<file path="config.mk">
export PLATFORM = sky130hd
export DESIGN_NAME = cdd_ctrl_decoder
export DESIGN_NICKNAME = d
export VERILOG_FILES = /design/src/cdd_pkg.sv /design/src/cdd_slice_if.sv /design/src/cdd_pll_slice.sv /design/src/cdd_ctrl_decoder.sv
export SDC_FILE = /design/constraint.sdc
export NUM_CORES = 2
export LEC_CHECK = 0
export ABC_AREA = 0
export BUFFER_PORTS_ARGS = -buffer_cell sky130_fd_sc_hd__buf_2
export CAP_MARGIN = 20
export CORE_AREA = 2 2 384 386
export CTS_BUF_LIST = sky130_fd_sc_hd__clkbuf_4 sky130_fd_sc_hd__clkbuf_8 sky130_fd_sc_hd__clkbuf_16
export DETAILED_ROUTE_END_ITERATION = 16
export DIE_AREA = 0 0 386 388
export GPL_TIMING_DRIVEN = 0
export PLACE_DENSITY = 0.51
export SYNTH_ARGS = -nofsm -noshare
export SYNTH_HDL_FRONTEND = slang
export SYNTH_SLANG_ARGS = --single-unit
</file>
<file path="constraint.sdc">
create_clock -name mclk -period 59.5 [get_ports mclk]
set_clock_uncertainty 0.15 [all_clocks]
set_input_delay 2.975 -clock mclk [delete_from_list [all_inputs] [get_ports mclk]]
set_output_delay 2.975 -clock mclk [all_outputs]
set_load 0.05 [all_outputs]
</file>
<file path="src/cdd_pkg.sv">
package cdd_pkg;

  ////////////////////////////////////////////////////////////////////////////
  // Sizes
  localparam int NUM_PLL = 4;
  localparam int NUM_ROW = 8;
  localparam int SEL_W = 3;
  localparam int FREQ_W = 16;
  localparam int SSC_W = 3;
  localparam int ST_W = 2;
  localparam int WORD_W = 32;
  localparam int NUM_WORD = 17;
  localparam int IDX_W = 5;

  ////////////////////////////////////////////////////////////////////////////
  // Configuration word addresses
  localparam logic [IDX_W-1:0] ADDR_ROW0 = 5'h00;
  localparam logic [IDX_W-1:0] ADDR_PLL0 = 5'h08;
  localparam logic [IDX_W-1:0] ADDR_GEN = 5'h10;
  localparam logic [IDX_W-1:0] ADDR_STAT = 5'h11;
  localparam logic [IDX_W-1:0] ADDR_LAST = 5'h10;

  // Setting row word: five bits per PLL, then lone, power down, bypass
  localparam int ROW_PLL_STRIDE = 5;
  localparam int ROW_FS_POS = 0;
  localparam int ROW_SSC_POS = 1;
  localparam int ROW_OUT_POS = 4;
  localparam int ROW_LONE_POS = 20;
  localparam int ROW_PD_POS = 21;
  localparam int ROW_BYP_POS = 22;

  // PLL word pair: first holds both frequencies, second spread and states
  localparam int FQA_POS = 0;
  localparam int FQB_POS = 16;
  localparam int SPRD_POS = 0;
  localparam int STA_POS = 1;
  localparam int STB_POS = 3;

  // Generic word
  localparam int LSA_POS = 0;
  localparam int LSB_POS = 2;
  localparam int DISLOW_POS = 4;
  localparam int SBUS_POS = 5;

  // Status word
  localparam int STAT_ROW_POS = 0;
  localparam int STAT_BUSY_POS = 3;
  localparam int STAT_SBUS_POS = 4;
  localparam int STAT_KEEP_POS = 5;

  ////////////////////////////////////////////////////////////////////////////
  // Output state codes
  localparam logic [ST_W-1:0] OST_PD = 2'h0;
  localparam logic [ST_W-1:0] OST_HIZ = 2'h1;
  localparam logic [ST_W-1:0] OST_LOW = 2'h2;
  localparam logic [ST_W-1:0] OST_ACT = 2'h3;

  ////////////////////////////////////////////////////////////////////////////
  // Factory image and reset values
  localparam logic [FREQ_W-1:0] DEF_FREQ_A = 16'h0001;
  localparam logic [FREQ_W-1:0] DEF_FREQ_B = 16'h0002;
  localparam logic [WORD_W-1:0] DEF_ROW_EVEN = 32'h0000_0000;
  localparam logic [WORD_W-1:0] DEF_ROW_ODD = 32'h0018_4210;
  localparam logic [WORD_W-1:0] DEF_PLLA = {DEF_FREQ_B, DEF_FREQ_A};
  localparam logic [WORD_W-1:0] DEF_PLLB = 32'h0000_001a;
  localparam logic [WORD_W-1:0] DEF_GEN = 32'h0000_002d;
  localparam logic [WORD_W-1:0] RST_WORD = 32'h0000_0000;
  localparam logic [2:0] RST_DRIVE = 3'h0;

  // Factory word at one address; odd rows enable, even rows float
  function automatic logic [WORD_W-1:0] factory_word(input logic [IDX_W-1:0] idx);
    logic [WORD_W-1:0] w;
    w = RST_WORD;
    if (idx < ADDR_PLL0)
      w = idx[0] ? DEF_ROW_ODD : DEF_ROW_EVEN;
    else if (idx < ADDR_GEN)
      w = idx[0] ? DEF_PLLB : DEF_PLLA;
    else if (idx == ADDR_GEN)
      w = DEF_GEN;
    return w;
  endfunction

  // Output state to {run, oe, pd}; dis_low picks low over float when off
  function automatic logic [2:0] out_decode(input logic [ST_W-1:0] st, input logic dis_low,
                                            input logic dev_pd);
    logic [2:0] d;
    d = {1'b0, dis_low, 1'b1};
    if (!dev_pd)
    begin
      case (st)
        OST_HIZ: d = 3'h0;
        OST_LOW: d = 3'h2;
        OST_ACT: d = 3'h6;
        default: d = {1'b0, dis_low, 1'b1};
      endcase
    end
    return d;
  endfunction

endpackage

</file>
<file path="src/cdd_slice_if.sv">
`timescale 1ns/1ps
interface cdd_slice_if;
  // Row selection for one PLL
  logic run;
  logic fs;
  logic [cdd_pkg::SSC_W-1:0] ssc;
  logic out_sel;
  logic dev_pd;
  logic bypass;
  logic dis_low;
  // Stored PLL configuration
  logic [cdd_pkg::FREQ_W-1:0] freq_a;
  logic [cdd_pkg::FREQ_W-1:0] freq_b;
  logic spread_down;
  logic [cdd_pkg::ST_W-1:0] state_a;
  logic [cdd_pkg::ST_W-1:0] state_b;
  // Applied settings
  logic [cdd_pkg::FREQ_W-1:0] freq;
  logic [cdd_pkg::SSC_W-1:0] ssc_amt;
  logic ssc_down;
  logic pair_run;
  logic pair_oe;
  logic pair_pd;
  logic byp;

  modport ctl (output run, fs, ssc, out_sel, dev_pd, bypass, dis_low, freq_a, freq_b,
               spread_down, state_a, state_b,
               input freq, ssc_amt, ssc_down, pair_run, pair_oe, pair_pd, byp);
  modport slice (input run, fs, ssc, out_sel, dev_pd, bypass, dis_low, freq_a, freq_b,
                 spread_down, state_a, state_b,
                 output freq, ssc_amt, ssc_down, pair_run, pair_oe, pair_pd, byp);
endinterface

</file>
<file path="src/cdd_pll_slice.sv">
`timescale 1ns/1ps
module cdd_pll_slice (
  // Clock and reset
  input wire logic mclk,
  input wire logic sys_rst,
  // Decoder side
  cdd_slice_if.slice sl
);

  typedef struct packed {
    logic [cdd_pkg::FREQ_W-1:0] freq;
    logic [cdd_pkg::SSC_W-1:0] ssc_amt;
    logic ssc_down;
    logic [2:0] drive;
    logic byp;
  } cdd_slice_type;

  cdd_slice_type st_ff;
  cdd_slice_type nxt_st;

  ////////////////////////////////////////////////////////////////////////////
  // Apply the selected row; outputs stay off until the image is loaded
  always_comb
  begin
    nxt_st = st_ff;
    if (sl.run)
    begin
      nxt_st.freq = sl.fs ? sl.freq_b : sl.freq_a;
      nxt_st.ssc_amt = sl.ssc;
      nxt_st.ssc_down = sl.spread_down;
      nxt_st.drive = cdd_pkg::out_decode(sl.out_sel ? sl.state_b : sl.state_a,
                                         sl.dis_low, sl.dev_pd);
      nxt_st.byp = sl.bypass;
    end
  end

  // State register
  always_ff @(posedge mclk or posedge sys_rst)
  begin
    if (sys_rst)
    begin
      st_ff <= '0;
    end
    else
    begin
      st_ff <= nxt_st;
    end
  end

  assign sl.freq = st_ff.freq;
  assign sl.ssc_amt = st_ff.ssc_amt;
  assign sl.ssc_down = st_ff.ssc_down;
  assign sl.pair_run = st_ff.drive[2];
  assign sl.pair_oe = st_ff.drive[1];
  assign sl.pair_pd = st_ff.drive[0];
  assign sl.byp = st_ff.byp;

endmodule

</file>
<file path="src/cdd_ctrl_decoder.sv">
`timescale 1ns/1ps
module cdd_ctrl_decoder #(
  parameter int NUM_PLL = cdd_pkg::NUM_PLL
) (
  // Clock and reset
  input wire logic mclk,
  input wire logic sys_rst,
  // Control pins
  input wire logic ctrl_sel_lo,
  input wire logic ctrl_sel_mid,
  input wire logic ctrl_sel_hi,
  // Configuration write port from the serial engine
  input wire logic cfg_wr_en,
  input wire logic [cdd_pkg::IDX_W-1:0] cfg_wr_addr,
  input wire logic [cdd_pkg::WORD_W-1:0] cfg_wr_data,
  input wire logic cfg_commit,
  // Configuration read port
  input wire logic [cdd_pkg::IDX_W-1:0] cfg_rd_addr,
  output logic [cdd_pkg::WORD_W-1:0] cfg_rd_data,
  // Nonvolatile image state
  input wire logic nvm_keep,
  // Status
  output logic cfg_busy,
  output logic sbus_active,
  output logic [cdd_pkg::SEL_W-1:0] row_index,
  output logic row_changed,
  output logic dev_pd,
  // Lone output control
  output logic lone_output_run,
  output logic lone_output_oe,
  output logic lone_output_pd,
  // Per-PLL settings, index 0 drives pll_a_output_pair up to 3 for pll_d_output_pair
  output logic [NUM_PLL-1:0][cdd_pkg::FREQ_W-1:0] pll_freq,
  output logic [NUM_PLL-1:0][cdd_pkg::SSC_W-1:0] pll_ssc_amt,
  output logic [NUM_PLL-1:0] pll_ssc_down,
  output logic [NUM_PLL-1:0] pll_bypass,
  output logic [NUM_PLL-1:0] pair_run,
  output logic [NUM_PLL-1:0] pair_oe,
  output logic [NUM_PLL-1:0] pair_pd
);

  typedef enum logic {
    PH_LOAD,
    PH_RUN
  } cdd_phase_type;

  typedef struct packed {
    cdd_phase_type phase;
    logic [cdd_pkg::IDX_W-1:0] load_idx;
    logic [cdd_pkg::NUM_WORD-1:0][cdd_pkg::WORD_W-1:0] cfg;
    logic [2:0] sync1;
    logic [2:0] sync2;
    logic [cdd_pkg::SEL_W-1:0] row_idx;
    logic row_chg;
    logic [cdd_pkg::WORD_W-1:0] rd_data;
    logic [2:0] lone_drive;
    logic dev_pd;
  } cdd_state_type;

  cdd_state_type st_ff;
  cdd_state_type nxt_st;

  // Nonvolatile image; deliberately without reset so it survives one
  logic [cdd_pkg::WORD_W-1:0] nvm_mem [cdd_pkg::NUM_WORD];

  logic sbus;
  logic dis_low;
  logic [cdd_pkg::SEL_W-1:0] sel_now;
  logic [cdd_pkg::WORD_W-1:0] row_word;
  logic [cdd_pkg::WORD_W-1:0] gen_word;
  logic [cdd_pkg::WORD_W-1:0] stat_word;
  logic commit_ok;

  ////////////////////////////////////////////////////////////////////////////
  // Decoding of the live image
  assign gen_word = st_ff.cfg[cdd_pkg::ADDR_GEN];
  assign sbus = gen_word[cdd_pkg::SBUS_POS];
  assign dis_low = gen_word[cdd_pkg::DISLOW_POS];
  assign row_word = st_ff.cfg[cdd_pkg::ADDR_ROW0 + {2'b00, st_ff.row_idx}];
  assign commit_ok = cfg_commit && (st_ff.phase == PH_RUN);

  // Shared pins on the serial bus read as zero for row selection
  always_comb
  begin
    sel_now = st_ff.sync2;
    if (sbus)
    begin
      sel_now[2] = 1'b0;
      sel_now[1] = 1'b0;
    end
  end

  // Status word for read back
  always_comb
  begin
    stat_word = cdd_pkg::RST_WORD;
    stat_word[cdd_pkg::STAT_ROW_POS +: cdd_pkg::SEL_W] = st_ff.row_idx;
    stat_word[cdd_pkg::STAT_BUSY_POS] = (st_ff.phase == PH_LOAD);
    stat_word[cdd_pkg::STAT_SBUS_POS] = sbus;
    stat_word[cdd_pkg::STAT_KEEP_POS] = nvm_keep;
  end

  ////////////////////////////////////////////////////////////////////////////
  // Next state: image load, writes, synchroniser and row decode
  always_comb
  begin
    nxt_st = st_ff;
    nxt_st.row_chg = 1'b0;
    // Two flops on the pins; only the second one is decoded
    nxt_st.sync1 = {ctrl_sel_hi, ctrl_sel_mid, ctrl_sel_lo};
    nxt_st.sync2 = st_ff.sync1;
    case (st_ff.phase)
      PH_LOAD:
      begin
        // One word per cycle; user image only if it was reprogrammed
        if (nvm_keep)
          nxt_st.cfg[st_ff.load_idx] = nvm_mem[st_ff.load_idx];
        else
          nxt_st.cfg[st_ff.load_idx] = cdd_pkg::factory_word(st_ff.load_idx);
        nxt_st.load_idx = st_ff.load_idx + 5'h01;
        if (st_ff.load_idx == cdd_pkg::ADDR_LAST)
          nxt_st.phase = PH_RUN;
      end
      PH_RUN:
      begin
        // In-system update; writes during load are dropped
        if (cfg_wr_en && (cfg_wr_addr <= cdd_pkg::ADDR_LAST))
          nxt_st.cfg[cfg_wr_addr] = cfg_wr_data;
        // Row index follows the pins once the image is valid
        if (sel_now != st_ff.row_idx)
        begin
          nxt_st.row_idx = sel_now;
          nxt_st.row_chg = 1'b1;
        end
        // Lone output and global power down from the row
        nxt_st.dev_pd = row_word[cdd_pkg::ROW_PD_POS];
        nxt_st.lone_drive = cdd_pkg::out_decode(
          row_word[cdd_pkg::ROW_LONE_POS] ? gen_word[cdd_pkg::LSB_POS +: cdd_pkg::ST_W]
                                          : gen_word[cdd_pkg::LSA_POS +: cdd_pkg::ST_W],
          dis_low, row_word[cdd_pkg::ROW_PD_POS]);
      end
      default:
      begin
        nxt_st.phase = PH_LOAD;
      end
    endcase
    // Read back of image words and the status word
    if (cfg_rd_addr <= cdd_pkg::ADDR_LAST)
      nxt_st.rd_data = st_ff.cfg[cfg_rd_addr];
    else if (cfg_rd_addr == cdd_pkg::ADDR_STAT)
      nxt_st.rd_data = stat_word;
    else
      nxt_st.rd_data = cdd_pkg::RST_WORD;
  end

  // State register
  always_ff @(posedge mclk or posedge sys_rst)
  begin
    if (sys_rst)
    begin
      st_ff <= '0;
    end
    else
    begin
      st_ff <= nxt_st;
    end
  end

  // Commit burns the live image; a write in the same cycle lands next time
  always_ff @(posedge mclk)
  begin
    if (commit_ok)
    begin
      for (int i = 0; i < cdd_pkg::NUM_WORD; i++)
        nvm_mem[i] <= st_ff.cfg[i];
    end
  end

  ////////////////////////////////////////////////////////////////////////////
  // One slice per PLL, each fed from its own pair of image words
  for (genvar p = 0; p < NUM_PLL; p++)
  begin : g_pll
    localparam int BASE = p * cdd_pkg::ROW_PLL_STRIDE;
    localparam logic [cdd_pkg::IDX_W-1:0] WA = cdd_pkg::ADDR_PLL0 + 5'(2 * p);
    localparam logic [cdd_pkg::IDX_W-1:0] WB = cdd_pkg::ADDR_PLL0 + 5'(2 * p + 1);

    cdd_slice_if u_if ();

    // Row fields and stored entries of this PLL
    assign u_if.run = (st_ff.phase == PH_RUN);
    assign u_if.fs = row_word[BASE + cdd_pkg::ROW_FS_POS];
    assign u_if.ssc = row_word[BASE + cdd_pkg::ROW_SSC_POS +: cdd_pkg::SSC_W];
    assign u_if.out_sel = row_word[BASE + cdd_pkg::ROW_OUT_POS];
    assign u_if.dev_pd = row_word[cdd_pkg::ROW_PD_POS];
    assign u_if.bypass = row_word[cdd_pkg::ROW_BYP_POS];
    assign u_if.dis_low = dis_low;
    assign u_if.freq_a = st_ff.cfg[WA][cdd_pkg::FQA_POS +: cdd_pkg::FREQ_W];
    assign u_if.freq_b = st_ff.cfg[WA][cdd_pkg::FQB_POS +: cdd_pkg::FREQ_W];
    assign u_if.spread_down = st_ff.cfg[WB][cdd_pkg::SPRD_POS];
    assign u_if.state_a = st_ff.cfg[WB][cdd_pkg::STA_POS +: cdd_pkg::ST_W];
    assign u_if.state_b = st_ff.cfg[WB][cdd_pkg::STB_POS +: cdd_pkg::ST_W];

    cdd_pll_slice u_slice (
      .mclk (mclk),
      .sys_rst (sys_rst),
      .sl (u_if.slice)
    );

    // Registered results out to the pins
    assign pll_freq[p] = u_if.freq;
    assign pll_ssc_amt[p] = u_if.ssc_amt;
    assign pll_ssc_down[p] = u_if.ssc_down;
    assign pll_bypass[p] = u_if.byp;
    assign pair_run[p] = u_if.pair_run;
    assign pair_oe[p] = u_if.pair_oe;
    assign pair_pd[p] = u_if.pair_pd;
  end

  ////////////////////////////////////////////////////////////////////////////
  // Top-level status and lone output
  assign cfg_rd_data = st_ff.rd_data;
  assign cfg_busy = (st_ff.phase == PH_LOAD);
  assign sbus_active = sbus;
  assign row_index = st_ff.row_idx;
  assign row_changed = st_ff.row_chg;
  assign dev_pd = st_ff.dev_pd;
  assign lone_output_run = st_ff.lone_drive[2];
  assign lone_output_oe = st_ff.lone_drive[1];
  assign lone_output_pd = st_ff.lone_drive[0];

endmodule

</file>
==> impl_metrics.csv <==
group,metric,value,unit
floorplanning,starting_utilization_of_the_core_area,39.0,%
clocking,ctsResizeCount,0,
clocking,clockRootBuffer,"sky130_fd_sc_hd__clkbuf_16",
power_and_ir_drop,p_leak,0.0258,uW
worst_setup_path,worst-endpoint-required,59.95,ns
hold_path,whs_path_depth,0,
clocking,inserted_clock_buffers,140,
synthesis,postSynth.topFlopCell,"sky130_fd_sc_hd__dfrtp_1",
clocking,total_clock_sinks,1233,
synthesis,synth_enable_flop_cells,544,
grt,grt_max_degree,104,
synthesis,synthArstFlopShare,55.9,%
worst_setup_path,critical_path.reg2reg.startpoint,"st_ff[591]$_DFFE_PP0N_",
floorplanning,die_width,386,um
detailed_routing,wl_met1,99.5,mm
detailed_routing,routed_wire_length_on_met2,110,mm
cells_and_area,area.growth.synth_to_final,16.1,%
detailed_routing,drt-total-wl,259,mm
clocking,cts_max_level,4,
detailed_routing,top_layer_used,"met5",
worst_setup_path,crit_arrival,6.49,ns
worst_setup_path,depth_of_the_worst_register_to_register_path,14,
cells_and_area,final_area,0.0656,mm2
placed_design,dp.final_hpwl,193,mm
placed_design,placed_cells_incl_taps,6502,
cells_and_area,final-instance-count-excl-fill,6780,
placed_design,post_dp_area,0.0608,mm2
detailed_routing,wire_per_inst,38.1,um
hold_path,worst_hold_path.endpoint,"sel_now[0]$_DFF_PP0_",
floorplanning,core,0.145,mm2
grt,grt_pass1_vias,41469,
power_and_ir_drop,powerDensity,38.2,mW/mm2
status,outcome,"completed",
synthesis,yosysSeqAreaShare,59.4,%
grt,track_usage,34.3,%
clocking,cts.repair_timing.setup_buffer_count,0,
worst_setup_path,setup.worst_path.class,"input pin to register",
hold_path,hold_start,"nxt_st[40]$_DFF_PP0_",
worst_setup_path,worst-r2r-setup-slack,53.97,ns
timing,max_clock_freq,166,MHz
timing,maxSlewViolCount,0,
timing,grt_setup_unrepaired,"no",
detailed_routing,final_antenna_net_count,0,
clocking,cts_hold_buf,0,
synthesis,ys_warn_count,0,
synthesis,syn-mean-instance-area,13.0,um2
grt,grt_antenna_before_repair,38,
cells_and_area,layout.cells.most_common_list,"sky130_fd_sc_hd__dfrtp_1 (689), sky130_fd_sc_hd__edfxtp_1 (544), sky130_fd_sc_hd__o21ai_0 (457)",
cells_and_area,fillerInstances,13307,
timing,report.final.hold_viol_count,0,
cells_and_area,nets,4787,
timing,fin_ws,53.46,ns
worst_setup_path,endpoint_kind,"register",
placed_design,globalplace.congestion,1.02,
floorplanning,floorplan.die.height,388,um
power_and_ir_drop,max-vdd-ir-drop,0.0206,mV
worst_setup_path,critical_path.startpoint_type,"input pin",
worst_setup_path,timing.rr.end,"st_ff[109]$_DFFE_PP0P_",
synthesis,syn-num-nets,4405,
synthesis,synth.cell_area,0.0566,mm2
clocking,tritoncts,"built",
timing,period_needed,6.04,ns
grt,first_pass_grt_wire_length,350,mm
detailed_routing,vias,43680,
detailed_routing,route.detailed.vias_per_inst,6.44,
hold_path,holdCritPathClass,"register to register",
timing,worst_slew_margin_relative_to_its_limit,14.2,%
worst_setup_path,critical_path.max_stage_delay,0.70,ns
worst_setup_path,worst_path_max_delay_cell,"sky130_fd_sc_hd__buf_2",
clocking,clkSlewWorstSetupHoldPaths,0.06,ns
floorplanning,std_cell_rows,140,
job,drv.max_cap_violation_count,0,
clocking,clock_tree.buffer_depth,3,
synthesis,postSynthRegisterBits,1233,
timing,setup_viol,0,
cells_and_area,final_layout_size_suffix_gt1_share,21.1,%
detailed_routing,drc_errors,0,
cells_and_area,most_common_library_cell_in_the_layout_ignoring_fill_and_taps,"sky130_fd_sc_hd__dfrtp_1",
timing,final.setup.tns,0,ns
grt,globalRouteOverflowTotal,0,
placed_design,io_buffers,182,
timing,timing_worst_slew_pin_value,1.28,ns
worst_setup_path,most_common_cell_type_on_the_critical_path,"sky130_fd_sc_hd__buf_2",
floorplanning,design.die.area,0.150,mm2
floorplanning,pin_count,188,
worst_setup_path,critical_path.max_fanout,10,
synthesis,synth_cell_type_count,65,
synthesis,synthesized_instance_count,4351,
detailed_routing,initialDrtViolationCount,6907,
timing,final.period_utilization,10.2,%
detailed_routing,wl_met3,34.3,mm
detailed_routing,detail_route.first_pass.iterations,8,
clocking,worstSkewPairLatency,0.81,ns
worst_setup_path,crit_chain,"clkbuf_1, buf_2, buf_2, buf_2, nor2b_1, clkbuf_1, a221oi_1, o21ai_0",
placed_design,worst_setup_timing_slack_at_the_placement_stage,52.83,ns
==> report_power, final <==
part,leakage (uW),switching (uW),internal (uW)
clock,0.00238,376,516
sequential,0.0141,114,1040
combinational,0.00932,291,170
==> layout make-up <==
| class | instances | area, um2 | area share [%] |
|---|---|---|---|
| plain buffers | 445 | 2140 | 3.26 |
| clock inverters | 39 | 424 | 0.646 |
| multi-input cells | 2639 | 20800 | 31.6 |
| flip-flops and latches | 1233 | 33600 | 51.2 |
| clock buffers | 221 | 4280 | 6.52 |
| well taps | 1917 | 2400 | 3.65 |
| inverters | 34 | 135 | 0.206 |
| diodes | 12 | 30.0 | 0.0457 |
| repair buffers | 240 | 1910 | 2.90 |
==> per-stage QoR <==
step	utilization, %	power, uW	hold WS (ns)
floorplan	-	1430	0.181
global placement	41.2	1610	0.181
detailed placement	41.9	1610	0.186
CTS	45.1	2490	0.202
global route	45.2	2580	0.211
finish	45.2	2510	0.202
==> cells in the mapped netlist (all sizes together) (21+ instances only) <==
cell type	instances	area [um2]
o21ai	518	2590
nor2b	34	213
buf	167	1090
a22o	29	254
edfxtp	544	16300
dfrtp	689	17200
inv	34	128
mux2	27	304
a22oi	232	1740
nor2	297	1110
a21oi	278	1390
mux4	293	6600
nand3	62	310
o21a	109	818
clkbuf	278	1040
nand2b	22	138
nand2	206	773
o22ai	115	733
a211oi	21	258
mux2i	172	1750
nor3	22	115
==> per-layer routing <==
metal	global-route usage [%]	vias to the layer above
li1	-	17424
met1	46.7	22647
met2	48.6	3007
met3	12.1	576
met4	16.6	26
met5	0.650	-
==> sequential cells by signal, summed over array words and instances (netlist names), 8 cells and up <==
| name | count |
|---|---|
| cfg_rd_data | 32 |
| g_pll.u_slice.sl.freq | 64 |
| g_pll.u_slice.sl.ssc_amt | 12 |
| st_ff | 371 |
| nvm_mem | 544 |
| g_pll.u_if.state_a | 8 |
| g_pll.u_if.state_b | 8 |
| gen_word | 32 |
| g_pll.u_if.freq_b | 64 |
| g_pll.u_if.freq_a | 64 |
==> cell families after synthesis <==
kind of cell / share of synthesized area (%)
compound gates: 15.5
xor+xnor: 0.0774
fa+ha+maj: 0.0885
buf+inv: 4.00
flops: 59.4
mux: 15.3
simple gates: 5.70
==> how the worst max path moves through the flow <==
stage / start / endpoint / slack [ns] / depth (start not counted)
global placement: sys_rst / g_pll[0].u_slice.sl.ssc_amt[0]$_DFFE_PP0P_ / 26.53 / 2
CTS: cfg_rd_addr[0] / cfg_rd_data[4]$_DFF_PP0_ / 53.66 / 8
global route: cfg_rd_addr[0] / cfg_rd_data[4]$_DFF_PP0_ / 53.48 / 8
detailed placement: cfg_rd_addr[0] / cfg_rd_data[4]$_DFF_PP0_ / 52.83 / 8
finish: cfg_rd_addr[0] / cfg_rd_data[4]$_DFF_PP0_ / 53.46 / 8
floorplan: sys_rst / cfg_rd_data[0]$_DFF_PP0_ / 37.06 / 1
==> worst max-delay path: cells and delay by family <==
kind / cells / cell delay [ns]
AOI/OAI and AO/OA: 2 / 0.95
buffers and inverters: 5 / 2.27
and+or+nand+nor: 1 / 0.25
Power figures use the tool's default switching activity.
